File: src/common/sae_pkg.sv
// shared constants and types for the setpoint alarm evaluator
package sae_pkg;
    localparam int unsigned        NUM_SP       = 4;
    localparam int unsigned        SP_W         = 24;
    localparam int unsigned        DB_W         = 14;
    localparam int unsigned        DLY_W        = 10;
    localparam int unsigned        OS_W         = 14;
    localparam int unsigned        TYPE_W       = 4;
    localparam int unsigned        ADDR_W       = 8;
    // setpoint limits in hundredths: -999.99 .. 9999.99
    localparam logic signed [23:0] SP_MIN       = -24'sd99999;
    localparam logic signed [23:0] SP_MAX       = 24'sd999999;
    // register byte offsets
    localparam logic [7:0]         OFF_CTRL     = 8'h00;
    localparam logic [7:0]         OFF_STATUS   = 8'h04;
    localparam logic [7:0]         OFF_RANGE_LO = 8'h08;
    localparam logic [7:0]         OFF_RANGE_HI = 8'h0C;
    localparam logic [7:0]         OFF_SP_BASE  = 8'h10;
    localparam logic [7:0]         SP_STRIDE    = 8'h10;
    // word within a setpoint block
    localparam logic [1:0]         SUB_VALUE    = 2'h0;
    localparam logic [1:0]         SUB_CFG      = 2'h1;
    localparam logic [1:0]         SUB_DLY      = 2'h2;
    localparam logic [1:0]         SUB_OS       = 2'h3;
    // control register fields
    localparam int unsigned        CTRL_ZONE    = 0;
    localparam int unsigned        CTRL_COLOUR  = 1;
    localparam int unsigned        CTRL_EVENT   = 2;
    localparam int unsigned        CTRL_TYPE_LO = 4;
    // setpoint value / config / delay fields
    localparam int unsigned        VAL_VALID    = 31;
    localparam int unsigned        CFG_HIGH     = 16;
    localparam int unsigned        CFG_DEEN     = 17;
    localparam int unsigned        DLY_OFF_LO   = 16;
    // status fields
    localparam int unsigned        ST_BAND      = 4;
    localparam int unsigned        ST_COIL_LO   = 8;
    localparam int unsigned        ST_UNCONF    = 12;
    // reset values
    localparam logic [3:0]         DIR_RESET    = 4'hC;
    localparam logic [DB_W-1:0]    DB_RESET     = 14'h0001;
    // 100 ms timer tick
    localparam int unsigned        TICK_MS      = 100;
    localparam int unsigned        CLK_HZ       = 25000000;
    localparam int unsigned        TICK_CYCLES  = CLK_HZ / 1000 * TICK_MS;

    typedef enum logic [1:0] {
        SAE_IDLE     = 2'b00,
        SAE_ON_WAIT  = 2'b01,
        SAE_ACTIVE   = 2'b10,
        SAE_OFF_WAIT = 2'b11
    } sae_state_type;
endpackage : sae_pkg

File: src/verilog/sae_evaluator.sv
// setpoint alarm evaluator with apb configuration slave
//
// Local design decisions: the address map and the APB interface to the registers.
`timescale 1ns/1ps
`default_nettype none

// What this block does
// indicator needs value, deadband and on-delay
// in-band when no alarm indicator lit
// in-band off in suppression periods
// delays running keep in-band lit
// high trip starts on delay, then alarms
// condition lost early resets on delay
// falling below starts off delay
// condition back during off delay keeps alarm
// zone pattern ignores trip direction
// in-band equals all alarms inactive region
// normal pattern uses per-setpoint direction
// indicator fixed to its own setpoint
// one-shot pulses, indicator follows value and pulse (value only in event mode)
// short excursion still gives full pulse
// event mode pulses on each sample_input_a input
// per-output coil polarity
// indicators independent of output settings
// input type change invalidates setpoints
// invalid setpoint kills adjoining zones
// setpoint outside input range never alarms
// pattern resets to normal
// colour selectable green-red or red-green
// deadband holds alarm past setpoint
// delay counts are 100 ms units
// one-shot zero means continuous output
// one-shot overrides off delay
// evaluate on strobe, time on tick
// reset clears timers and alarms
module sae_evaluator
    import sae_pkg::*;
#(
    parameter int unsigned TICK_COUNT = TICK_CYCLES
) (
    input  wire logic                    core_clk,
    input  wire logic                    rst_n,
    input  wire logic                    psel,
    input  wire logic                    penable,
    input  wire logic                    pwrite,
    input  wire logic [ADDR_W-1:0]       paddr,
    input  wire logic [31:0]             pwdata,
    output logic      [31:0]             prdata,
    output logic                         pready,
    output logic                         pslverr,
    input  wire logic signed [SP_W-1:0]  disp_value,
    input  wire logic                    disp_strobe,
    input  wire logic                    sample_input_a,
    input  wire logic                    no_measure,
    input  wire logic                    power_on_delay,
    input  wire logic                    standby,
    output logic      [NUM_SP-1:0]       trip_ind,
    output logic                         in_band,
    output logic      [NUM_SP-1:0]       coil,
    output logic                         colour_red
);

    ////////////////////////////////////////////////////////////////
    // configuration storage
    logic                  pat_zone;
    logic                  colour_sel;
    logic                  event_mode;
    logic [TYPE_W-1:0]     input_type;
    logic signed [SP_W-1:0] range_lo;
    logic signed [SP_W-1:0] range_hi;
    logic signed [SP_W-1:0] sp     [NUM_SP];
    logic [NUM_SP-1:0]     sp_valid;
    logic [DB_W-1:0]       db     [NUM_SP];
    logic [NUM_SP-1:0]     dir_high;
    logic [NUM_SP-1:0]     de_energize;
    logic [DLY_W-1:0]      on_dly [NUM_SP];
    logic [DLY_W-1:0]      off_dly[NUM_SP];
    logic [OS_W-1:0]       os_time[NUM_SP];

    // evaluation state
    sae_state_type         st     [NUM_SP];
    logic [DLY_W-1:0]      dcnt   [NUM_SP];
    logic [OS_W-1:0]       os_cnt [NUM_SP];
    logic [NUM_SP-1:0]     cond;
    logic [NUM_SP-1:0]     next_cond;
    logic [NUM_SP-1:0]     eff_valid;
    logic [NUM_SP-1:0]     ind_c;
    logic [NUM_SP-1:0]     alarm_c;
    logic                  unconf;
    logic                  suppress;
    logic                  zone_ok;
    logic                  samp_s1;
    logic                  samp_s2;
    logic                  samp_s3;
    logic                  eval;
    logic                  eval_d;
    logic [21:0]           tick_cnt;
    logic                  tick;

    ////////////////////////////////////////////////////////////////
    // helpers
    function automatic logic sae_is_sp(input logic [ADDR_W-1:0] a, output int unsigned idx);
        idx = 32'(a - OFF_SP_BASE) / 32'(SP_STRIDE);
        return (a >= OFF_SP_BASE) && (idx < NUM_SP);
    endfunction : sae_is_sp

    function automatic logic signed [SP_W-1:0] sae_db(input logic [DB_W-1:0] d);
        return signed'({{(SP_W-DB_W){1'b0}}, d});
    endfunction : sae_db
    // one spare tick: the first tick may fall right after the timer starts
    function automatic logic sae_elapsed(input logic [DLY_W-1:0] cnt, input logic [DLY_W-1:0] dly);
        return (dly == '0) || (cnt > dly);
    endfunction : sae_elapsed

    ////////////////////////////////////////////////////////////////
    // apb slave: zero wait states
    logic        wr_en;
    logic        rd_en;
    logic        hit_sp;
    int unsigned sidx;
    logic [1:0]  sub;
    logic        mapped;

    assign pready = 1'b1;
    assign wr_en  = psel && penable && pwrite;
    // reads latch in the setup cycle so the data already stands at the access edge
    assign rd_en  = psel && !penable && !pwrite;
    assign sub    = paddr[3:2];

    always_comb begin
        hit_sp = sae_is_sp(paddr, sidx);
        mapped = (paddr[1:0] == 2'h0) && (hit_sp || paddr < OFF_SP_BASE);
    end

    assign pslverr = psel && penable && !mapped;

    always_ff @(posedge core_clk) begin
        if (!rst_n) begin
            pat_zone   <= 1'b0;
            colour_sel <= 1'b0;
            event_mode <= 1'b0;
            input_type <= '0;
            range_lo   <= SP_MIN;
            range_hi   <= SP_MAX;
            sp_valid   <= '0;
            dir_high   <= DIR_RESET;
            de_energize <= '0;
            for (int i = 0; i < NUM_SP; i++) begin
                sp[i]      <= '0;
                db[i]      <= DB_RESET;
                on_dly[i]  <= '0;
                off_dly[i] <= '0;
                os_time[i] <= '0;
            end
        end else if (wr_en && mapped) begin
            if (paddr == OFF_CTRL) begin
                pat_zone   <= pwdata[CTRL_ZONE];
                colour_sel <= pwdata[CTRL_COLOUR];
                event_mode <= pwdata[CTRL_EVENT];
                input_type <= pwdata[CTRL_TYPE_LO +: TYPE_W];
                if (pwdata[CTRL_TYPE_LO +: TYPE_W] != input_type)
                    sp_valid <= '0;
            end
            if (paddr == OFF_RANGE_LO)
                range_lo <= pwdata[SP_W-1:0];
            if (paddr == OFF_RANGE_HI)
                range_hi <= pwdata[SP_W-1:0];
            if (hit_sp) begin
                case (sub)
                    SUB_VALUE: begin
                        // out-of-span values are refused, old setpoint kept
                        if (signed'(pwdata[SP_W-1:0]) >= SP_MIN && signed'(pwdata[SP_W-1:0]) <= SP_MAX) begin
                            sp[sidx]       <= pwdata[SP_W-1:0];
                            sp_valid[sidx] <= pwdata[VAL_VALID];
                        end
                    end
                    SUB_CFG: begin
                        db[sidx]          <= pwdata[DB_W-1:0];
                        dir_high[sidx]    <= pwdata[CFG_HIGH];
                        de_energize[sidx] <= pwdata[CFG_DEEN];
                    end
                    SUB_DLY: begin
                        on_dly[sidx]  <= pwdata[DLY_W-1:0];
                        off_dly[sidx] <= pwdata[DLY_OFF_LO +: DLY_W];
                    end
                    SUB_OS: os_time[sidx] <= pwdata[OS_W-1:0];
                    default: ;
                endcase
            end
        end
    end

    always_ff @(posedge core_clk) begin
        if (!rst_n) begin
            prdata <= '0;
        end else if (rd_en) begin
            prdata <= '0;
            if (paddr == OFF_CTRL)
                prdata <= 32'({input_type, 1'b0, event_mode, colour_sel, pat_zone});
            if (paddr == OFF_STATUS)
                prdata <= 32'({unconf, coil, 3'h0, in_band, trip_ind});
            if (paddr == OFF_RANGE_LO)
                prdata <= 32'(unsigned'(range_lo));
            if (paddr == OFF_RANGE_HI)
                prdata <= 32'(unsigned'(range_hi));
            if (hit_sp) begin
                case (sub)
                    SUB_VALUE: prdata <= {sp_valid[sidx], 7'h0, sp[sidx]};
                    SUB_CFG:   prdata <= 32'({de_energize[sidx], dir_high[sidx], 2'h0, db[sidx]});
                    SUB_DLY:   prdata <= 32'({6'h0, off_dly[sidx], 6'h0, on_dly[sidx]});
                    SUB_OS:    prdata <= 32'(os_time[sidx]);
                    default:   prdata <= '0;
                endcase
            end
        end
    end

    ////////////////////////////////////////////////////////////////
    // sample_input_a input synchroniser and 100 ms tick
    always_ff @(posedge core_clk) begin
        if (!rst_n) begin
            samp_s1 <= 1'b0;
            samp_s2 <= 1'b0;
            samp_s3 <= 1'b0;
        end else begin
            samp_s1 <= sample_input_a;
            samp_s2 <= samp_s1;
            samp_s3 <= samp_s2;
        end
    end

    // outside normal trigger mode only the sample_input_a input samples
    assign eval = event_mode ? (samp_s2 && !samp_s3) : disp_strobe;

    always_ff @(posedge core_clk) begin
        if (!rst_n) begin
            tick_cnt <= '0;
            tick     <= 1'b0;
        end else begin
            tick     <= (tick_cnt == 22'(TICK_COUNT - 1));
            tick_cnt <= (tick_cnt == 22'(TICK_COUNT - 1)) ? '0 : tick_cnt + 22'h1;
        end
    end

    ////////////////////////////////////////////////////////////////
    // trip conditions
    always_comb begin
        for (int i = 0; i < NUM_SP; i++) begin
            eff_valid[i] = sp_valid[i] && sp[i] >= range_lo && sp[i] <= range_hi;
            ind_c[i]     = (st[i] == SAE_ACTIVE) || (st[i] == SAE_OFF_WAIT);
            if (dir_high[i])
                next_cond[i] = ind_c[i] ? disp_value >= sp[i] - sae_db(db[i]) : disp_value > sp[i];
            else
                next_cond[i] = ind_c[i] ? disp_value <= sp[i] + sae_db(db[i]) : disp_value < sp[i];
            next_cond[i] = next_cond[i] && eff_valid[i];
        end
        if (pat_zone) begin
            // zones below, between and above the setpoints, direction unused
            next_cond[0] = eff_valid[0] && disp_value < sp[0];
            next_cond[1] = &eff_valid[1:0] && disp_value >= sp[0] && disp_value < sp[1];
            next_cond[2] = &eff_valid[3:2] && disp_value > sp[2] && disp_value <= sp[3];
            next_cond[3] = eff_valid[3] && disp_value > sp[3];
        end
    end

    always_ff @(posedge core_clk) begin
        if (!rst_n) begin
            cond   <= '0;
            eval_d <= 1'b0;
        end else begin
            eval_d <= eval;
            if (eval)
                cond <= next_cond;
        end
    end

    ////////////////////////////////////////////////////////////////
    // per-setpoint delay state machines
    always_ff @(posedge core_clk) begin
        if (!rst_n) begin
            for (int i = 0; i < NUM_SP; i++) begin
                st[i]   <= SAE_IDLE;
                dcnt[i] <= '0;
            end
        end else begin
            for (int i = 0; i < NUM_SP; i++) begin
                case (st[i])
                    SAE_IDLE: begin
                        dcnt[i] <= '0;
                        if (cond[i])
                            st[i] <= SAE_ON_WAIT;
                    end
                    SAE_ON_WAIT: begin
                        if (!cond[i])
                            st[i] <= SAE_IDLE;
                        else if (sae_elapsed(dcnt[i], on_dly[i]))
                            st[i] <= SAE_ACTIVE;
                        else if (tick)
                            dcnt[i] <= dcnt[i] + 1'b1;
                    end
                    SAE_ACTIVE: begin
                        dcnt[i] <= '0;
                        if (!cond[i])
                            st[i] <= (os_time[i] != '0) ? SAE_IDLE : SAE_OFF_WAIT;
                    end
                    SAE_OFF_WAIT: begin
                        if (cond[i])
                            st[i] <= SAE_ACTIVE;
                        else if (sae_elapsed(dcnt[i], off_dly[i]))
                            st[i] <= SAE_IDLE;
                        else if (tick)
                            dcnt[i] <= dcnt[i] + 1'b1;
                    end
                    default: st[i] <= SAE_IDLE;
                endcase
            end
        end
    end

    ////////////////////////////////////////////////////////////////
    // one-shot pulse timers
    always_ff @(posedge core_clk) begin
        if (!rst_n) begin
            for (int i = 0; i < NUM_SP; i++)
                os_cnt[i] <= '0;
        end else begin
            for (int i = 0; i < NUM_SP; i++) begin
                if (os_time[i] != '0 && cond[i] &&
                    ((st[i] == SAE_ON_WAIT && sae_elapsed(dcnt[i], on_dly[i])) ||
                     (event_mode && eval_d && st[i] == SAE_ACTIVE)))
                    os_cnt[i] <= os_time[i] + 1'b1;
                else if (tick && os_cnt[i] != '0)
                    os_cnt[i] <= os_cnt[i] - 1'b1;
            end
        end
    end

    ////////////////////////////////////////////////////////////////
    // indicators, coils and colour
    always_comb begin
        unconf = 1'b0;
        for (int i = 0; i < NUM_SP; i++) begin
            unconf     = unconf || st[i] == SAE_ON_WAIT || st[i] == SAE_OFF_WAIT;
            // zero one-shot time gives a plain contact output
            alarm_c[i] = (os_time[i] == '0) ? ind_c[i] : (os_cnt[i] != '0);
        end
    end

    assign suppress = no_measure || power_on_delay || standby;
    // in zone pattern the band region needs both bounding setpoints
    assign zone_ok  = !pat_zone || &eff_valid[2:1];

    always_ff @(posedge core_clk) begin
        if (!rst_n) begin
            trip_ind   <= '0;
            in_band    <= 1'b0;
            coil       <= '0;
            colour_red <= 1'b0;
        end else begin
            for (int i = 0; i < NUM_SP; i++)
                trip_ind[i] <= ind_c[i] || (!event_mode && os_cnt[i] != '0);
            in_band    <= !suppress && zone_ok && (ind_c == '0 || unconf);
            coil       <= alarm_c ^ de_energize;
            colour_red <= (ind_c != '0) ^ colour_sel;
        end
    end
endmodule : sae_evaluator

`default_nettype wire

File: config.mk
export PLATFORM = sky130hd
export DESIGN_NAME = sae_evaluator
export DESIGN_NICKNAME = d
export VERILOG_FILES = /design/src/common/sae_pkg.sv /design/src/verilog/sae_evaluator.sv
export SDC_FILE = /design/constraint.sdc
export NUM_CORES = 2
export LEC_CHECK = 0
export BUFFER_PORTS_ARGS = -buffer_cell sky130_fd_sc_hd__buf_4
export CAP_MARGIN = 10
export CORE_MARGIN = 5
export CORE_UTILIZATION = 23
export CTS_CLUSTER_SIZE = 24
export DETAILED_ROUTE_END_ITERATION = 10
export GPL_ROUTABILITY_DRIVEN = 1
export PLACE_DENSITY = 0.43
export SLEW_MARGIN = 20
export SYNTH_ARGS = -nofsm -noshare
export SYNTH_HDL_FRONTEND = slang
export SYNTH_SLANG_ARGS = --single-unit
File: constraint.sdc
create_clock -name core_clk -period 6.96 [get_ports core_clk]
set_clock_uncertainty 0.2 [all_clocks]
set_input_delay 1.392 -clock core_clk [delete_from_list [all_inputs] [get_ports core_clk]]
set_output_delay 1.392 -clock core_clk [all_outputs]
set_load 0.1 [all_outputs]
==> results.cfg <==
[status]
status = finished clean

[routing]
drcViolationCount = 0
vias_per_cell = 5.04
drtPass1Iterations = 6
drt_iter0_markers = 3240
ant_nets = 0
wl_per_cell_um = 24.1
wirelength_um = 183000
vias = 38400

[layout]
syn2layout_area_growth_pct = 13.9
layout.nets = 5701
fillers = 21000
final_cells = 7626
design_area_mm2 = 0.0519
final-seq-area_mm2 = 0.0145
layout-drive-gt1-share_pct = 8.99
multi_input_area_mm2 = 0.0288

[synthesis]
ys_seq_area_share_pct = 31.8
synthArstFlopShare_pct = 0
synth_most_common_cell = ha_1
synth_common_cells = 694 x ha_1, 392 x edfxtp_1, 392 x inv_1, 346 x nor2_1, 297 x nand2_1
netlist_top_cells_area = edfxtp_1 26%, ha_1 19%, dfxtp_1 5.9%, mux4_2 4.4%, xnor2_1 4.3%
synth_cell_type_count = 95
yosysWarnings = 0
synth_cells = 4861
synth_ff_type = edfxtp_1
syn_area_mm2 = 0.0455
synth_top_area_cell = edfxtp_1
synth-edff-count = 392
synth-seq-cells = 527
avgSynthCellArea_um2 = 9.37
yosysTopAreaCellShare_pct = 25.9

[global_routing]
gr-total-overflow = 0
grt_max_degree = 57
antenna_found_initial = 16
grt_pass1_vias = 37200
track_usage_pct = 17.2
grt_first_pass_wirelength_um = 261000

[die]
io_pins = 118
die_h_um = 455
die_area_mm2 = 0.207
die_w_um = 455
start_util_pct = 23.1
rows = 163
core_area_mm2 = 0.197

[worst_setup_path]
cp.required_ns = 7.27
end_kind = flop
cpPeakStageDelay_ns = 0.57
cp_max_fo = 7
start_kind = flop
arrival_ns = 6.22
path_buf_inv = 2
crit_chain = inv_1 > ha_1 > inv_1 > fa_1 > a21o_1 > a21oi_1 > o21bai_1 > a31oi_1 > o21ai_0 > o211a_1 > o21ai_1 > nand3_1 > xnor2_1 > ha_1 > and4_1 > nand2_1 > nor3_1 > o31a_1 > a211oi_1 > xnor2_1 > nor2_1 > nor3_1 > o31ai_1
critical-path-top-delay-family = compound AO/OA/AOI/OAI gates
crit_path_top_delay_cell = edfxtp_1
critPathKind = flop to flop

[timing]
min_period_ns = 5.92
setup_tns_ns = 0
fmax_mhz = 169
fin_crit_sh_pct = 85.0
tightest_slew_ns = 1.08
setup_viol_count_final = 0
worst_slack_ns = 1.04
rsz0062_at_grt = no
maxSlewHeadroom_pct = 27.8
final-max-slew-violation-count = 0
finalHoldViolCount = 0

[flow_run]
maxCapViolCount = 0

[placed_design]
dpl-instance-area_mm2 = 0.0495
dp_cells = 7493
post-place-ws_ns = 1.13
hpwl_um = 143000
placement.io_buffers = 106
gp_congestion = 0.890

[clock_tree]
clkLatencyLatePin_ns = 0.64
htree_levels = 3
cts_resized = 0
cts_sinks = 527
root_buffer = clkbuf_16
clkTransAtPathRegs_ns = 0.06
cts_tree = built
post-cts-setup-buffers = 0
ctsHoldBuffers = 0
clock_path_buffers = 3
cts_inserted_buffers = 70

[power_and_ir_drop]
p_per_area_mw_per_mm2 = 186
combinationalPowerShare_pct = 22.5
power.switching_mw = 3.08
internal_power_mw = 6.59
vdd_drop_max_mv = 0.183
clock_power_share_pct = 38.8
sw_frac_of_total_pct = 31.9
power_leakage_nw = 21.5
seqPwrFrac_pct = 38.6

[worst_hold_path]
hp-class = flop to flop
[power by group through the flow]
stage	Sequential [mW]	Combinational [mW]	Clock [mW]
floorplan	3.73	1.39	0
global placement	3.79	2.14	0
detailed placement	3.79	2.17	0
CTS	3.73	2.18	3.84
global route	3.75	2.39	3.97
finish	3.74	2.18	3.76
[final timing paths]
kind	startpoint	slack [ns]	end	cells after the start
max reg2reg	sp[1][0]	1.04	cond[1]	23
min reg2reg	samp_s1	0.24	samp_s2	1
min	samp_s1	0.24	samp_s2	1
max	sp[1][0]	1.04	cond[1]	23
[layer usage]
layer	share of wire, %	global-route usage [%]
met1	46	24.2
met4	3.2	5.30
met5	0.011	0
met2	45	27.6
met3	5.6	1.80
[layout make-up]
type                       instances  share of cell area, %
multi-input combinational       3741                   55.6
sequential                       527                   27.9
tap                             2640                   6.37
clock buffer                      98                   3.84
inverter                         396                   2.87
timing repair buffer             189                   2.74
clock inverter                    31                  0.680
antenna                            4                 0.0193
[worst register-to-register path, delay by kind of cell (launching register included)]
kind	cells	cell delay (ns)
xor+xnor	2	0.34
buf+inv	2	0.43
simple gates	6	1.17
flops	1	0.57
compound gates	10	2.17
fa+ha+maj	3	0.92
[registers in the layout (all words and copies together), names as in the netlist, 8 cells and up]
name      count
sp           96
db           56
os_cnt       56
os_time      56
dcnt         40
off_dly      40
on_dly       40
prdata       27
range_hi     24
range_lo     24
tick_cnt     22
st            8
[layout by cell type, fill, tap and decap left out, types with 131 or more instances in the layout]
cell type / synthesis / final
ha_1: 694 / 693
edfxtp_1: 392 / 392
inv_1: 392 / 391
nor2_1: 346 / 344
nand2_1: 297 / 297
a21oi_1: 275 / 275
xnor2_1: 226 / 226
buf_4: 8 / 188
and2_1: 185 / 185
nand3_1: 160 / 160
and3_1: 153 / 153
dfxtp_1: 135 / 135
o21ai_0: 145 / 131
[per-stage QoR]
step	util, %	hold WS, ns	total power [mW]
2_1_floorplan	-	0.212	5.13
3_3_place_gp	25.1	0.225	5.93
3_5_place_dp	25.1	0.228	5.96
4_1_cts	26.3	0.242	9.75
5_1_grt	26.3	0.257	10.1
6_report	26.3	0.236	9.67
[cells by family after synthesis]
| kind of cell | share of synthesized area, % |
|---|---|
| simple gates | 18.7 |
| compound gates | 13.5 |
| fa+ha+maj | 19.4 |
| buf+inv | 5.13 |
| flops | 31.8 |
| xor+xnor | 6.18 |
| mux | 5.24 |
| other cells | 0.0165 |
Power figures use the tool's default switching activity.
